--- src/design/mci_pkg.sv ---
// Package: register map, field positions and reset values for the
// per-channel interrupt status and mask block.
// Assumes a 32-bit APB slave with one aligned word per register.
package mci_pkg;

  // ************************************************************
  // Geometry
  // ************************************************************
  localparam int unsigned MCI_NCHAN  = 8;
  localparam int unsigned MCI_AW     = 8;
  localparam int unsigned MCI_DW     = 32;

  // ************************************************************
  // Register byte offsets
  // ************************************************************
  localparam logic [7:0] MCI_OFF_TX_RAW      = 8'h00;
  localparam logic [7:0] MCI_OFF_TX_MASKED   = 8'h04;
  localparam logic [7:0] MCI_OFF_TX_MSET     = 8'h08;
  localparam logic [7:0] MCI_OFF_TX_MCLR     = 8'h0c;
  localparam logic [7:0] MCI_OFF_VECTOR      = 8'h10;
  localparam logic [7:0] MCI_OFF_RX_RAW      = 8'h14;
  localparam logic [7:0] MCI_OFF_RX_MASKED   = 8'h18;
  localparam logic [7:0] MCI_OFF_RX_MSET     = 8'h1c;
  localparam logic [7:0] MCI_OFF_RX_MCLR     = 8'h20;
  localparam logic [7:0] MCI_OFF_EVT_STATUS  = 8'h24;
  localparam logic [7:0] MCI_OFF_EVT_MASK    = 8'h28;

  // ************************************************************
  // Combined vector field positions
  // ************************************************************
  localparam int unsigned MCI_VEC_TX_LSB     = 0;
  localparam int unsigned MCI_VEC_RX_LSB     = 8;
  localparam int unsigned MCI_VEC_STAT_BIT   = 16;
  localparam int unsigned MCI_VEC_HOST_BIT   = 17;
  localparam int unsigned MCI_VEC_LINK_BIT   = 30;
  localparam int unsigned MCI_VEC_USER_BIT   = 31;

  // ************************************************************
  // Event status bits (sticky)
  // ************************************************************
  localparam int unsigned MCI_EVT_TX_BIT     = 0;
  localparam int unsigned MCI_EVT_RX_BIT     = 1;
  localparam int unsigned MCI_EVT_MAC_BIT    = 2;
  localparam int unsigned MCI_EVT_MGMT_BIT   = 3;
  localparam int unsigned MCI_EVT_W          = 4;

  // ************************************************************
  // Reset values
  // ************************************************************
  localparam logic [7:0]  MCI_MASK_RST       = 8'h00;
  localparam logic [31:0] MCI_VEC_RST        = 32'h0000_0000;
  localparam logic [3:0]  MCI_EVT_RST        = 4'h0;

endpackage

--- src/design/mci_mask_bank.sv ---
// Module: one eight-channel mask with write-one-to-set and
// write-one-to-clear ports, plus its masked view.
// Assumes the write strobes are one-cycle pulses in the bus clock.
`timescale 1ns/10ps
module mci_mask_bank (
  input  wire logic                         i_clk,
  input  wire logic                         i_sys_rst,
  input  wire logic                         i_set_we,
  input  wire logic                         i_clr_we,
  input  wire logic [mci_pkg::MCI_NCHAN-1:0] i_wdata,
  input  wire logic [mci_pkg::MCI_NCHAN-1:0] i_raw,
  output logic      [mci_pkg::MCI_NCHAN-1:0] o_mask,
  output logic      [mci_pkg::MCI_NCHAN-1:0] o_masked
);
  import mci_pkg::*;

  // ************************************************************
  // Per-channel mask state
  // ************************************************************
  genvar g;
  generate
    for (g = 0; g < MCI_NCHAN; g++) begin : g_chan
      always_ff @(posedge i_clk or posedge i_sys_rst) begin
        if (i_sys_rst) begin
          o_mask[g] <= MCI_MASK_RST[g];
        end else if (i_set_we && i_wdata[g]) begin
          o_mask[g] <= 1'b1;
        end else if (i_clr_we && i_wdata[g]) begin
          o_mask[g] <= 1'b0;
        end
      end
      assign o_masked[g] = i_raw[g] & o_mask[g];
    end
  endgenerate

endmodule

--- src/design/mci_irq_regs.sv ---
// Module: APB register block for per-channel transmit and receive
// interrupt status, masks and the combined input vector.
// Assumes pending inputs are synchronous levels from the MAC core.
//
// Function
// - Transmit masked status bits 7..0 show masked pending; upper bits read zero.
// - Writing one to transmit mask set enables that channel; zeros do nothing.
// - Writing one to transmit mask clear disables that channel; zeros do nothing.
// - Vector bit 31 shows management user interrupt pending, resets to zero.
// - Vector bit 30 shows management link change pending, resets to zero.
// - Vector bit 17 shows host error pending.
// - Vector bit 16 shows statistics pending.
// - Vector bits 15..8 carry receive pending, bit 8 is channel 0.
// - Vector bits 7..0 carry transmit pending, bit 0 is channel 0.
// - Receive raw status bit n shows channel n pending before masking.
// - Receive masked status bit n shows channel n pending after masking.
// - Transmit raw status bits 7..0 show pending before masking; upper reserved.
// - Writing one to receive mask set enables that channel; zeros do nothing.
// - Writing one to receive mask clear disables that channel; zeros do nothing.
//
// Decided for this implementation: the APB interface to the registers and the placing of the registers.
`timescale 1ns/10ps
module mci_irq_regs (
  input  wire logic                          i_clk,
  input  wire logic                          i_sys_rst,
  input  wire logic                          i_psel,
  input  wire logic                          i_penable,
  input  wire logic                          i_pwrite,
  input  wire logic [mci_pkg::MCI_AW-1:0]    i_paddr,
  input  wire logic [mci_pkg::MCI_DW-1:0]    i_pwdata,
  input  wire logic [mci_pkg::MCI_NCHAN-1:0] i_tx_channel_pending_vec,
  input  wire logic [mci_pkg::MCI_NCHAN-1:0] i_rx_channel_pending_vec,
  input  wire logic                          i_host_error_pending,
  input  wire logic                          i_statistics_pending,
  input  wire logic                          i_mgmt_user_irq_pending,
  input  wire logic                          i_mgmt_link_change_pending,
  output logic      [mci_pkg::MCI_DW-1:0]    o_prdata,
  output logic                               o_pready,
  output logic                               o_pslverr,
  output logic                               o_irq,
  output logic      [mci_pkg::MCI_DW-1:0]    o_combined_irq_vector
);
  import mci_pkg::*;

  // ************************************************************
  // Bus decode
  // ************************************************************
  logic                 acc;
  logic                 wr;
  logic                 hit;
  logic                 tx_set_we;
  logic                 tx_clr_we;
  logic                 rx_set_we;
  logic                 rx_clr_we;
  logic                 evt_clr_we;
  logic                 evt_mask_we;
  logic [MCI_NCHAN-1:0] tx_mask;
  logic [MCI_NCHAN-1:0] rx_mask;
  logic [MCI_NCHAN-1:0] tx_masked;
  logic [MCI_NCHAN-1:0] rx_masked;
  logic [MCI_NCHAN-1:0] tx_raw;
  logic [MCI_NCHAN-1:0] rx_raw;
  logic                 host_q;
  logic                 stat_q;
  logic                 user_q;
  logic                 link_q;
  logic [MCI_EVT_W-1:0] evt_status;
  logic [MCI_EVT_W-1:0] evt_mask;
  logic [MCI_EVT_W-1:0] evt_now;
  logic [MCI_EVT_W-1:0] evt_prev;
  logic [MCI_EVT_W-1:0] evt_rise;
  logic [MCI_EVT_W-1:0] next_evt_status;
  logic [MCI_DW-1:0]    next_vector;
  logic [MCI_DW-1:0]    next_prdata;

  assign acc         = i_psel & i_penable;
  assign wr          = acc & i_pwrite & ~o_pready;
  assign tx_set_we   = wr && (i_paddr == MCI_OFF_TX_MSET);
  assign tx_clr_we   = wr && (i_paddr == MCI_OFF_TX_MCLR);
  assign rx_set_we   = wr && (i_paddr == MCI_OFF_RX_MSET);
  assign rx_clr_we   = wr && (i_paddr == MCI_OFF_RX_MCLR);
  assign evt_clr_we  = wr && (i_paddr == MCI_OFF_EVT_STATUS);
  assign evt_mask_we = wr && (i_paddr == MCI_OFF_EVT_MASK);

  always_comb begin
    case (i_paddr)
      MCI_OFF_TX_RAW, MCI_OFF_TX_MASKED, MCI_OFF_TX_MSET, MCI_OFF_TX_MCLR,
      MCI_OFF_VECTOR, MCI_OFF_RX_RAW, MCI_OFF_RX_MASKED, MCI_OFF_RX_MSET,
      MCI_OFF_RX_MCLR, MCI_OFF_EVT_STATUS, MCI_OFF_EVT_MASK: hit = 1'b1;
      default: hit = 1'b0;
    endcase
  end

  // ************************************************************
  // Pending inputs, registered
  // ************************************************************
  always_ff @(posedge i_clk or posedge i_sys_rst) begin
    if (i_sys_rst) begin
      tx_raw <= MCI_MASK_RST;
      rx_raw <= MCI_MASK_RST;
      host_q <= 1'b0;
      stat_q <= 1'b0;
      user_q <= 1'b0;
      link_q <= 1'b0;
    end else begin
      tx_raw <= i_tx_channel_pending_vec;
      rx_raw <= i_rx_channel_pending_vec;
      host_q <= i_host_error_pending;
      stat_q <= i_statistics_pending;
      user_q <= i_mgmt_user_irq_pending;
      link_q <= i_mgmt_link_change_pending;
    end
  end

  // ************************************************************
  // Mask banks
  // ************************************************************
  mci_mask_bank u_tx_mask (
    .i_clk     (i_clk),
    .i_sys_rst (i_sys_rst),
    .i_set_we  (tx_set_we),
    .i_clr_we  (tx_clr_we),
    .i_wdata   (i_pwdata[MCI_NCHAN-1:0]),
    .i_raw     (tx_raw),
    .o_mask    (tx_mask),
    .o_masked  (tx_masked)
  );

  mci_mask_bank u_rx_mask (
    .i_clk     (i_clk),
    .i_sys_rst (i_sys_rst),
    .i_set_we  (rx_set_we),
    .i_clr_we  (rx_clr_we),
    .i_wdata   (i_pwdata[MCI_NCHAN-1:0]),
    .i_raw     (rx_raw),
    .o_mask    (rx_mask),
    .o_masked  (rx_masked)
  );

  // ************************************************************
  // Combined input vector
  // ************************************************************
  always_comb begin
    next_vector = MCI_VEC_RST;
    next_vector[MCI_VEC_TX_LSB +: MCI_NCHAN] = tx_masked;
    next_vector[MCI_VEC_RX_LSB +: MCI_NCHAN] = rx_masked;
    next_vector[MCI_VEC_STAT_BIT] = stat_q;
    next_vector[MCI_VEC_HOST_BIT] = host_q;
    next_vector[MCI_VEC_LINK_BIT] = link_q;
    next_vector[MCI_VEC_USER_BIT] = user_q;
  end

  always_ff @(posedge i_clk or posedge i_sys_rst) begin
    if (i_sys_rst) begin
      o_combined_irq_vector <= MCI_VEC_RST;
    end else begin
      o_combined_irq_vector <= next_vector;
    end
  end

  // ************************************************************
  // Sticky event status and mask
  // ************************************************************
  assign evt_now  = {user_q | link_q, host_q | stat_q, |rx_masked, |tx_masked};
  assign evt_rise = evt_now & ~evt_prev;

  always_comb begin
    next_evt_status = evt_status;
    if (evt_clr_we) begin
      next_evt_status = next_evt_status & ~i_pwdata[MCI_EVT_W-1:0];
    end
    next_evt_status = next_evt_status | evt_rise;
  end

  always_ff @(posedge i_clk or posedge i_sys_rst) begin
    if (i_sys_rst) begin
      evt_prev   <= MCI_EVT_RST;
      evt_status <= MCI_EVT_RST;
    end else begin
      evt_prev   <= evt_now;
      evt_status <= next_evt_status;
    end
  end

  always_ff @(posedge i_clk or posedge i_sys_rst) begin
    if (i_sys_rst) begin
      evt_mask <= MCI_EVT_RST;
    end else if (evt_mask_we) begin
      evt_mask <= i_pwdata[MCI_EVT_W-1:0];
    end
  end

  always_ff @(posedge i_clk or posedge i_sys_rst) begin
    if (i_sys_rst) begin
      o_irq <= 1'b0;
    end else begin
      o_irq <= |(next_evt_status & evt_mask);
    end
  end

  // ************************************************************
  // Read data
  // ************************************************************
  always_comb begin
    next_prdata = '0;
    case (i_paddr)
      MCI_OFF_TX_RAW:     next_prdata[MCI_NCHAN-1:0] = tx_raw;
      MCI_OFF_TX_MASKED:  next_prdata[MCI_NCHAN-1:0] = tx_masked;
      MCI_OFF_TX_MSET:    next_prdata[MCI_NCHAN-1:0] = tx_mask;
      MCI_OFF_TX_MCLR:    next_prdata[MCI_NCHAN-1:0] = tx_mask;
      MCI_OFF_VECTOR:     next_prdata = o_combined_irq_vector;
      MCI_OFF_RX_RAW:     next_prdata[MCI_NCHAN-1:0] = rx_raw;
      MCI_OFF_RX_MASKED:  next_prdata[MCI_NCHAN-1:0] = rx_masked;
      MCI_OFF_RX_MSET:    next_prdata[MCI_NCHAN-1:0] = rx_mask;
      MCI_OFF_RX_MCLR:    next_prdata[MCI_NCHAN-1:0] = rx_mask;
      MCI_OFF_EVT_STATUS: next_prdata[MCI_EVT_W-1:0] = evt_status;
      MCI_OFF_EVT_MASK:   next_prdata[MCI_EVT_W-1:0] = evt_mask;
      default:            next_prdata = '0;
    endcase
  end

  // ************************************************************
  // APB answer: one wait state, ready pulses in access phase
  // ************************************************************
  always_ff @(posedge i_clk or posedge i_sys_rst) begin
    if (i_sys_rst) begin
      o_pready  <= 1'b0;
      o_pslverr <= 1'b0;
      o_prdata  <= '0;
    end else if (i_psel && i_penable && !o_pready) begin
      o_pready  <= 1'b1;
      o_pslverr <= ~hit;
      o_prdata  <= i_pwrite ? '0 : next_prdata;
    end else begin
      o_pready  <= 1'b0;
      o_pslverr <= 1'b0;
      o_prdata  <= '0;
    end
  end

endmodule

--- config.mk ---
export PLATFORM = sky130hd
export DESIGN_NAME = mci_irq_regs
export DESIGN_NICKNAME = d
export VERILOG_FILES = /design/src/design/mci_pkg.sv /design/src/design/mci_mask_bank.sv /design/src/design/mci_irq_regs.sv
export SDC_FILE = /design/constraint.sdc
export NUM_CORES = 1
export LEC_CHECK = 0
export BUFFER_PORTS_ARGS = -buffer_cell sky130_fd_sc_hd__buf_2
export CORE_AREA = 2 2 117 74
export DETAILED_ROUTE_END_ITERATION = 10
export DIE_AREA = 0 0 119 76
export HOLD_SLACK_MARGIN = 0.08
export PLACE_DENSITY = 0.85
export SYNTH_ARGS = -nofsm -noshare
export SYNTH_HDL_FRONTEND = slang
export SYNTH_HIERARCHICAL = 1
export SYNTH_SLANG_ARGS = --single-unit
--- constraint.sdc ---
create_clock -name i_clk -period 8.1 [get_ports i_clk]
set_input_delay 2.43 -clock i_clk [delete_from_list [all_inputs] [get_ports i_clk]]
set_output_delay 2.43 -clock i_clk [all_outputs]
set_load 0.01 [all_outputs]
Yosys cells after proc, flatten, opt, wreduce, memory -nomap -nowiden
Index checks and enable logic that the tools add are counted.
Word-level totals
  register bits: 103
  bits in latches: 0
  memory bits (writable): 0
  memory bits (read-only): 0
  output and inout bits: 67
  logic and storage cells: 174
  memories: 0
Cells by class
  $add $sub $neg: 0
  $mul: 0
  div/mod/pow operators: 0
  $lt $le $gt $ge: 0
  equality and inequality tests: 10
  shift operators: 0
  multiplexer cells: 41
  bitwise logic cells: 29
  reduce and logical (&&, ||, !) cells: 64
Operator list (number)
  32-bit 2-to-1 mux: 2
  1-bit logical AND: 40
  4-bit case mux with 9 select lines: 1
  1-bit 2-to-1 mux: 35
  8-bit by 5-bit == test with 1-bit output (second input constant): 4
  2-bit nonzero test: 16
  4-bit case mux with 7 select lines: 1
  8-bit by 6-bit == test with 1-bit output (second input constant): 3
  24-bit 2-to-1 mux: 1
  1-bit bitwise AND: 19
  8-bit by 4-bit == test with 1-bit output (second input constant): 2
  8-bit OR reduction: 2
  4-bit bitwise AND: 3
  11-bit OR reduction: 1
  8-bit by 3-bit == test with 1-bit output (second input constant): 1
  8-bit logical NOT: 1
  4-bit inverter: 2
  4-bit 2-to-1 mux: 1
  4-bit OR: 1
  2-bit OR reduction: 2
  4-bit OR reduction: 1
  1-bit inverter: 2
  1-bit OR: 2
  1-bit logical NOT: 1

Logic depth before layout (Yosys ltp)
Gate-level depths: netlist (run 1).
  depth after elaboration: 8
  depth in mapped cells: 7

By module
Netlist (run 1), hierarchy kept.
Modules (own cells, without submodules)
  mci_irq_regs: times used 1, cells an instance 270, area an instance 3121.7 µm², seq. area each 1876.8 µm²
  mci_mask_bank: times used 2, cells an instance 35, area an instance 366.6 µm², seq. area each 200.2 µm²

Least setup slack after synthesis (run 1)
Ideal clock, no wire load.
  path kind: in2reg
  start point: in i_paddr[5] (netlist bit)
  end point: reg u_tx_mask/o_mask[7] (netlist bit)
  arrival: 3.770 ns
  setup slack: 4.209 ns
  stages on the path: 7
  buffers on the path: 2
  cell sequence: nor4_1 -> and2_1 -> clkbuf_1 -> and3_1 -> buf_4 -> nand2_1 -> a22o_1
On the way
  longest elaborated chain between the ends: 4
  elaborated cells between the ends (all ways): 8
  those cells by class: eq/ne: 2; mux: 1; reduce/logical: 5
RTL lines
  start, declared: line mci_irq_regs.sv:29  | input wire logic [mci_pkg::MCI_AW-1:0] i_paddr,
  8-bit by 4-bit == test with 1-bit output: line mci_irq_regs.sv:79  | assign tx_clr_we = wr && (i_paddr == MCI_OFF_TX_MCLR);
  1-bit logical AND: line mci_irq_regs.sv:79
  named net tx_clr_we: line mci_irq_regs.sv:52  | logic tx_clr_we;
  1-bit logical AND: line mci_mask_bank.sv:28  | end else if (i_clr_we && i_wdata[g]) begin
  2-bit nonzero test (no source line)
  end signal, assigned by index: line mci_mask_bank.sv:25  | o_mask[g] <= MCI_MASK_RST[g];
  end, declared: line mci_mask_bank.sv:12  | output logic [mci_pkg::MCI_NCHAN-1:0] o_mask,
The timed path passes the listed nets, and every way through them passes these cells.
A chain may end at the register's enable or synchronous reset.

Final worst setup path (run 1)
  start point: in i_paddr[2] (netlist bit)
  end point: reg o_irq
On the way
  longest elaborated chain between the ends: 6
RTL lines
  8-bit by 6-bit == test with 1-bit output: line mci_irq_regs.sv:82  | assign evt_clr_we = wr && (i_paddr == MCI_OFF_EVT_STATUS);
  1-bit logical AND: line mci_irq_regs.sv:82
  4-bit 2-to-1 mux: line mci_irq_regs.sv:169  | if (evt_clr_we) begin
  4-bit OR: line mci_irq_regs.sv:172  | next_evt_status = next_evt_status | evt_rise;
  4-bit bitwise AND: line mci_irq_regs.sv:197  | o_irq <= |(next_evt_status & evt_mask);
  4-bit OR reduction: line mci_irq_regs.sv:197
  end signal, assigned: line mci_irq_regs.sv:197
  end, declared: line mci_irq_regs.sv:40  | output logic o_irq,
No other way between the ends.

==> results of run 1 <==
flip-flops by register name, indices dropped and copies added (netlist names), 4 cells and up:
register and flops:
evt_status 4, tx_raw 8, u_tx_mask/o_mask 8, o_combined_irq_vector 20
u_rx_mask/o_mask 8, o_prdata 20, evt_mask 4, rx_raw 8
evt_prev 4
per-stage QoR:
| stage | utilization, % | hold WS (ns) | worst slack (ns) | instances | power, mW |
|---|---|---|---|---|---|
| after CTS | 56.30 | 0.3795 | 3.574 | 539 | 0.9558 |
| after global routing | 56.30 | 0.3780 | 3.441 | 539 | 0.9855 |
| after detailed placement | 52.67 | 0.3617 | 3.245 | 523 | 0.5487 |
| final | 56.30 | 0.3733 | 3.493 | 539 | 0.9453 |
| after global placement | 52.67 | 0.3607 | 3.238 | 523 | 0.5464 |
| after floorplan | - | 0.3543 | 3.760 | 363 | 0.5284 |
worst paths after layout:
check,start,endpoint,slack (ns),cells past startpoint
max,i_paddr[2],o_irq,3.49,6
min reg2reg,stat_q,o_combined_irq_vector[16],0.37,0
min in group asynchronous,i_sys_rst,u_tx_mask/o_mask[0],2.06,2
min,stat_q,o_combined_irq_vector[16],0.37,0
max in group asynchronous,i_sys_rst,user_q,5.12,3
max reg2reg,u_rx_mask/o_mask[7],o_irq,5.85,6
power by group:
| group | total, mW | internal [mW] | switching, mW |
|---|---|---|---|
| Combinational | 0.0623 | 0.0210 | 0.0413 |
| Sequential | 0.479 | 0.469 | 0.00956 |
| Clock | 0.404 | 0.237 | 0.167 |
synthesized netlist by cell type, types with 4 or more instances:
cell      count
a22o_1       21
a221oi_1      4
a21oi_1      10
o21ai_0      11
mux2i_1      10
and3_1        5
a31oi_1       6
clkbuf_1      5
inv_1         9
nor2_1        7
a22oi_1      10
nand2_1      39
nor2b_1       4
buf_2         4
nor4_1        6
a21o_1        4
nor3_1        5
buf_4        27
and2_1       31
mux2_2        4
dfrtp_1      91
cells by family (layout without fill, tap and decap cells):
kind of cell / count (synthesis) / count (layout) / synth area share, %
AO/OA/AOI/OAI: 73 / 73 / 13.60
buffers and inverters: 46 / 110 / 7.238
AND/OR/NAND/NOR: 115 / 115 / 16.23
flip-flops: 91 / 91 / 59.07
other: 1 / 24 / 0.09728
multiplexers: 14 / 14 / 3.765
cell type report:
cell class                      count  area (sq um)
Timing Repair Buffer               85         430.4
Tap cell                          112         140.1
Inverter                            9         33.78
Sequential cell                    91          2277
Clock inverter                      7         68.82
Fill cell                         704          3540
Clock buffer                        9         225.2
Multi-Input combinational cell    226          1385
layer usage:
metal | wire length (um) | part of all wire [%] | up-vias | GRT usage [%]
met3 | 945 | 9.9 | 12 | 7.036
met2 | 3944 | 41 | 171 | 29.43
met4 | 106 | 1.1 | 0 | 5.595
met5 | 0 | 0 | - | 0
met1 | 4518 | 47 | 1405 | 33.88
li1 | - | - | 1313 | -
==> results.yml, run 1 <==
clocking:
  clock_path_buffers: 2
  postCtsResizedCells: 0
  post_cts_buffers: 0
  cts_tree: "done"
  path_clk_slew_ns: 0.06
  worstSkewPairLatency_ns: 0.34
  cts_root_buf: "clkbuf_16"
  h-tree-depth: 3
  clock_sinks: 91
  cts_buffers: 9
  holdBufCountCts: 0
route:
  drtPass1Iterations: 5
  ant_nets: 0
  drc: 0
  viasPerCell: 5.382
  routed_wl_um: 9514
  avgRoutedWirePerCell_um: 17.65
  first_iter_violations: 252
  num_vias: 2901
timing:
  setup_viol: 0
  maxSlewViolCount: 0
  min_period_ns: 4.607
  relSlewSlack_pct: 38.52
  setup_tns_ns: 0
  finalHoldViolCount: 0
  fin_crit_sh_pct: 56.87
  fmax_mhz: 217.1
  tightest_slew_ns: 0.9203
  clock_skew_ns: 0.006720
  rsz0062_at_grt: "false"
finish:
  drive_gt1_share_pct: 26.00
  layout.nets: 487
  design_area_sq_mm: 0.004561
  syn_to_final_growth_pct: 18.31
  n_antenna_cell: 0
  layout_commonest_cell: "dfrtp_1"
  final_cell_mix: "dfrtp_1 (91), buf_2 (83), nand2_1 (39)"
place:
  placed_area_sq_mm: 0.004267
  place_congestion: 0.9084
  portBuffers: 83
  dp_hpwl_um: 7175
floorplanning:
  io_pins: 132
  die_w_um: 119
  start_util_pct: 47.59
  die_h_um: 76
  rows: 26
  core_area_sq_mm: 0.008100
  dieArea_sq_mm: 0.009044
run_status:
  status: "finished clean"
power_and_ir_drop:
  p_leak_nw: 2.288
  p_per_area_mw_per_mm2: 207.3
  ir_drop_mv: 0.1057
global_routing:
  grt_pass1_wl_um: 14720
  antenna_found_initial: 0
  grt_util_all_layers_pct: 21.86
  grt_overflow: 0
  grt_max_degree: 76
  grt_pass1_vias: 2631
critical_path:
  crit_fanout: 19
  crit_type: "in2reg"
  worst_path_max_delay_cell: "nor2b_1"
  required_ns: 8.33
  cp-start-kind: "primary input"
  critical-path-top-delay-family: "simple AND/OR/NAND/NOR gates"
  worst_ep_arrival_time_ns: 4.83
  slowest_delay_ns: 0.80
  path_cells: "buf_2 -> nor2b_1 -> and3_1 -> a31oi_1 -> or3_1 -> a221o_1"
  crit_path_end_kind: "flip-flop"
  critical_path_buf_inv_count: 1
synth:
  synth_area_sq_mm: 0.003855
  ys_seq_elements: 91
  synth-seq-area-share_pct: 59.07
  synth_edf_count: 0
  ys_warn_count: 6
  yosysTopAreaCell: "dfrtp_1"
  synth_area_leaders: "dfrtp_1 (59%), buf_4 (5.3%), and2_1 (5.0%)"
  postSynthAreaPerCell_sq_um: 11.34
  synth_cells: 340
  synth_cell_types: 42
  synth_top_area_share_pct: 59.07
  ys_async_sr_fraction_pct: 100.0
  synthFlopType: "dfrtp_1"
hold_path:
  worstHoldPathType: "reg2reg"
run:
  cap_violations: 0
Note: power is estimated with default switching activity, not from simulation.
==> inputs of run 2 (changes only) <==
clock period = 4.35 ns   (was 8.1 ns; I/O delays follow)
==> results.yml, run 2 (synthesis results as in run 1) <==
critical_path:
  r2r-start: "u_rx_mask/o_mask[7]"
  required_ns: 4.63
  r2r_setup_slack_ns: 2.07
  worst_ep_arrival_time_ns: 3.21
  r2r_end: "o_irq"
  crit_fanout: 8
  crit_type: "in2reg"
  crit_end: "u_rx_mask/o_mask[2]"
  crit_path_end_kind: "flip-flop"
  r2r_cells: 6
  cp-start-kind: "primary input"
  crit_start: "i_paddr[5]"
global_routing:
  grt_util_all_layers_pct: 22.36
  grt_pass1_wl_um: 15030
  grt_pass1_vias: 2765
  antenna_found_initial: 0
  grt_overflow: 0
  grt_max_degree: 47
finish:
  layout_commonest_cell: "dfrtp_1"
  fillers: 688
  syn_to_final_growth_pct: 19.47
  drive_gt1_share_pct: 26.34
  layout.nets: 490
  n_antenna_cell: 0
  final_cell_mix: "dfrtp_1 (91), buf_2 (83), nand2_1 (39)"
  top_regs: "o_combined_irq_vector (20), o_prdata (20)"
  fin_util_pct: 56.86
route:
  avgRoutedWirePerCell_um: 17.67
  viasPerCell: 5.407
  drtPass1Iterations: 4
  drc: 0
  routed_wl_um: 9561
  num_vias: 2925
  first_iter_violations: 365
  ant_nets: 0
floorplanning:
  rows: 26
  die_h_um: 76
  dieArea_sq_mm: 0.009044
  core_area_sq_mm: 0.008100
  io_pins: 132
  start_util_pct: 47.59
  die_w_um: 119
timing:
  clock_skew_ns: 0.006112
  setup_viol: 0
  min_period_ns: 2.931
  rsz0062_at_grt: "false"
  relSlewSlack_pct: 35.35
  tightest_slew_ns: 0.9683
  setup_tns_ns: 0
  maxSlewViolCount: 0
  fmax_mhz: 341.1
  finalHoldViolCount: 0
  fin_crit_sh_pct: 67.39
clocking:
  path_clk_slew_ns: 0.06
  clock_path_buffers: 2
  cts_buffers: 9
  cts_tree: "done"
  cts_root_buf: "clkbuf_16"
  h-tree-depth: 3
  post_cts_buffers: 0
  postCtsResizedCells: 0
  clock_sinks: 91
  worstSkewPairLatency_ns: 0.34
  holdBufCountCts: 0
hold_path:
  worstHoldPathType: "reg2reg"
power_and_ir_drop:
  p_leak_nw: 2.306
  p_per_area_mw_per_mm2: 397.0
  ir_drop_mv: 0.2221
  power_mw: 1.828
place:
  portBuffers: 83
  place_congestion: 0.9101
  dp_hpwl_um: 7164
run:
  cap_violations: 0
run_status:
  status: "finished clean"
==> run 2: cell types whose count changed in the layout (fill, tap and decap cells not counted) <==
cell        before  now
clkinvlp_4       2    3
buf_4            2    5
clkinv_2         3    0
bufinv_16        1    2
==> run 2: report_power, final <==
part	total [mW]	internal (mW)	switching (mW)
Clock	0.814	0.500	0.314
Combinational	0.121	0.0408	0.0803
Sequential	0.893	0.874	0.0187
==> run 2: cell type report <==
cell class                      count  area, sq um  share of cell area, %
Clock inverter                      6        91.34                  1.983
Inverter                            9        33.78                 0.7335
Timing Repair Buffer               88        452.9                  9.834
Clock buffer                        9        225.2                  4.890
Sequential cell                    91         2277                  49.44
Multi-Input combinational cell    226         1385                  30.07
Tap cell                          112        140.1                  3.043
==> run 2: through the flow <==
stage               area (sq um)  worst slack, ns  hold slack (ns)  cells
finish                      4606            1.419           0.3748    541
global route                4606            1.275           0.3931    541
CTS                         4606            1.479           0.3775    541
detailed placement          4289            1.120           0.3696    526
global placement            4289            1.097           0.3612    526
floorplan                   3941            1.135           0.3543    363
==> run 2: worst min path at each step <==
stage	from	slack, ns	to	cells past startpoint
detailed placement	user_q	0.37	o_combined_irq_vector[31]	0
floorplan	stat_q	0.35	o_combined_irq_vector[16]	0
finish	user_q	0.37	o_combined_irq_vector[31]	0
global route	host_q	0.39	o_combined_irq_vector[17]	0
CTS	user_q	0.38	o_combined_irq_vector[31]	0
global placement	user_q	0.36	o_combined_irq_vector[31]	0
==> run 2: metal layers <==
metal  track usage (%)  up-vias  wire length, um
li1                  -     1311                -
met1             34.26     1432             4354
met2             29.89      168             4002
met3             7.111       14             1067
met4             7.262        0              136
met5                 0        -                0
==> run 2: critical path: stages <==
cell,delay (ns)
buf_2,0.14
or4b_1,0.65
nor3_1,0.48
and3_1,0.43
a22o_1,0.20
==> inputs of run 3 (changes only) <==
clock period = 2.7 ns   (was 4.35 ns; I/O delays follow)
==> results.yml, run 3 (synthesis results as in run 1) <==
global_routing:
  grt_overflow: 0
  antenna_found_initial: 0
  grt_pass1_wl_um: 15520
  grt_max_degree: 76
  grt_pass1_vias: 2845
  grt_util_all_layers_pct: 22.81
timing:
  setup_ws_ns: 0.4787
  rsz0062_at_grt: "false"
  min_period_ns: 2.221
  fmax_mhz: 450.2
  clock_skew_ns: 0.005204
  fin_crit_sh_pct: 82.27
  finalHoldViolCount: 0
  maxSlewViolCount: 0
  setup_viol: 0
  whs_ns: 0.3780
  setup_tns_ns: 0
clocking:
  postCtsResizedCells: 0
  clock_sinks: 91
  h-tree-depth: 3
  post_cts_buffers: 0
  worstSkewPairLatency_ns: 0.34
  clock_path_buffers: 2
  cts_buffers: 9
  cts_tree: "done"
  path_clk_slew_ns: 0.06
  holdBufCountCts: 0
  cts_root_buf: "clkbuf_16"
route:
  drc: 0
  avgRoutedWirePerCell_um: 17.54
  num_vias: 2994
  drtPass1Iterations: 5
  first_iter_violations: 312
  ant_nets: 0
  routed_wl_um: 9680
  viasPerCell: 5.424
hold_path:
  worstHoldPathType: "reg2reg"
  worstHoldPathCells: 0
floorplanning:
  core_area_sq_mm: 0.008100
  rows: 26
  dieArea_sq_mm: 0.009044
  start_util_pct: 47.59
  die_w_um: 119
  io_pins: 132
  die_h_um: 76
critical_path:
  required_ns: 2.93
  cp-start-kind: "flip-flop"
  r2r_setup_slack_ns: 0.48
  r2r_cells: 6
  crit_fanout: 3
  path_cells: "and2_1 -> nor4_1 -> a21oi_1 -> a22o_1 -> or3_1 -> a221o_1"
  worst_path_max_delay_cell: "dfrtp_1"
  worst_ep_arrival_time_ns: 2.45
  slowest_delay_ns: 0.42
  crit_path_end_kind: "flip-flop"
  crit_type: "reg2reg"
place:
  portBuffers: 83
  dpl_worst_slack_ns: 0.2238
  dp_hpwl_um: 7420
  place_congestion: 0.8653
finish:
  syn_to_final_growth_pct: 21.00
  fin_util_pct: 57.58
  layout_commonest_cell: "dfrtp_1"
  final_cell_mix: "dfrtp_1 (91), buf_2 (83), nand2_1 (39)"
  drive_gt1_share_pct: 27.95
  top_regs: "o_combined_irq_vector (20), o_prdata (20)"
  layout.nets: 500
  fillers: 673
  n_antenna_cell: 0
power_and_ir_drop:
  p_leak_nw: 2.348
  ir_drop_mv: 0.3899
  p_per_area_mw_per_mm2: 593.8
run_status:
  status: "finished clean"
run:
  cap_violations: 0
## run 3: cell count changes in the layout (fill, tap and decap cells not counted)
cell	previous run	this run
clkbuf_1	0	1
clkinv_2	0	2
clkinv_4	1	2
inv_2	1	0
bufinv_16	2	0
buf_12	0	2
buf_4	5	13
## run 3: cell type report
type                    instances  area (sq um)  share of cell area (%)
multi-input cells             226          1385                   29.69
flip-flops and latches         91          2277                   48.82
clock buffers                  10         229.0                   4.909
well taps                     112         140.1                   3.004
clock inverters                 6         42.54                  0.9120
repair buffers                 98         553.0                   11.86
inverters                       9         37.54                  0.8047
## run 3: through the flow
step                area (sq um)  total power [mW]  instances
floorplan                   3945             1.586        363
global placement            4393             1.657        536
detailed placement          4393             1.664        536
CTS                         4664             2.793        552
global route                4664             2.884        552
finish                      4664             2.770        552
## run 3: worst paths after layout
kind,start,end
setup / recovery,u_rx_mask/o_mask[7],o_irq
hold / removal,user_q,o_combined_irq_vector[31]
setup reg to reg,u_rx_mask/o_mask[7],o_irq
hold reg to reg,user_q,o_combined_irq_vector[31]
max in group asynchronous,i_sys_rst,tx_raw[6]
min in group asynchronous,i_sys_rst,u_tx_mask/o_mask[7]
## run 3: critical path: cells and delay by family, from the launching register on
kind             cells  cell delay [ns]
AO/OA/AOI/OAI        3             0.75
flip-flops           1             0.42
AND/OR/NAND/NOR      3             0.92
## run 3: layer usage
metal  up-vias  GRT usage (%)  wire length [um]
met2       169          30.69              4003
met5         -              0                 0
met4         0          6.548               153
li1       1343              -                 -
met3        16          7.710              1039
met1      1466          34.87              4484
## run 3: where the power goes
group          leakage [nW]  switching [mW]  total (mW)  internal (mW)
sequential             1.19          0.0317        1.44           1.41
clock                 0.128           0.505        1.13          0.622
combinational          1.03           0.128       0.202         0.0744
total                  2.35           0.665        2.77           2.10
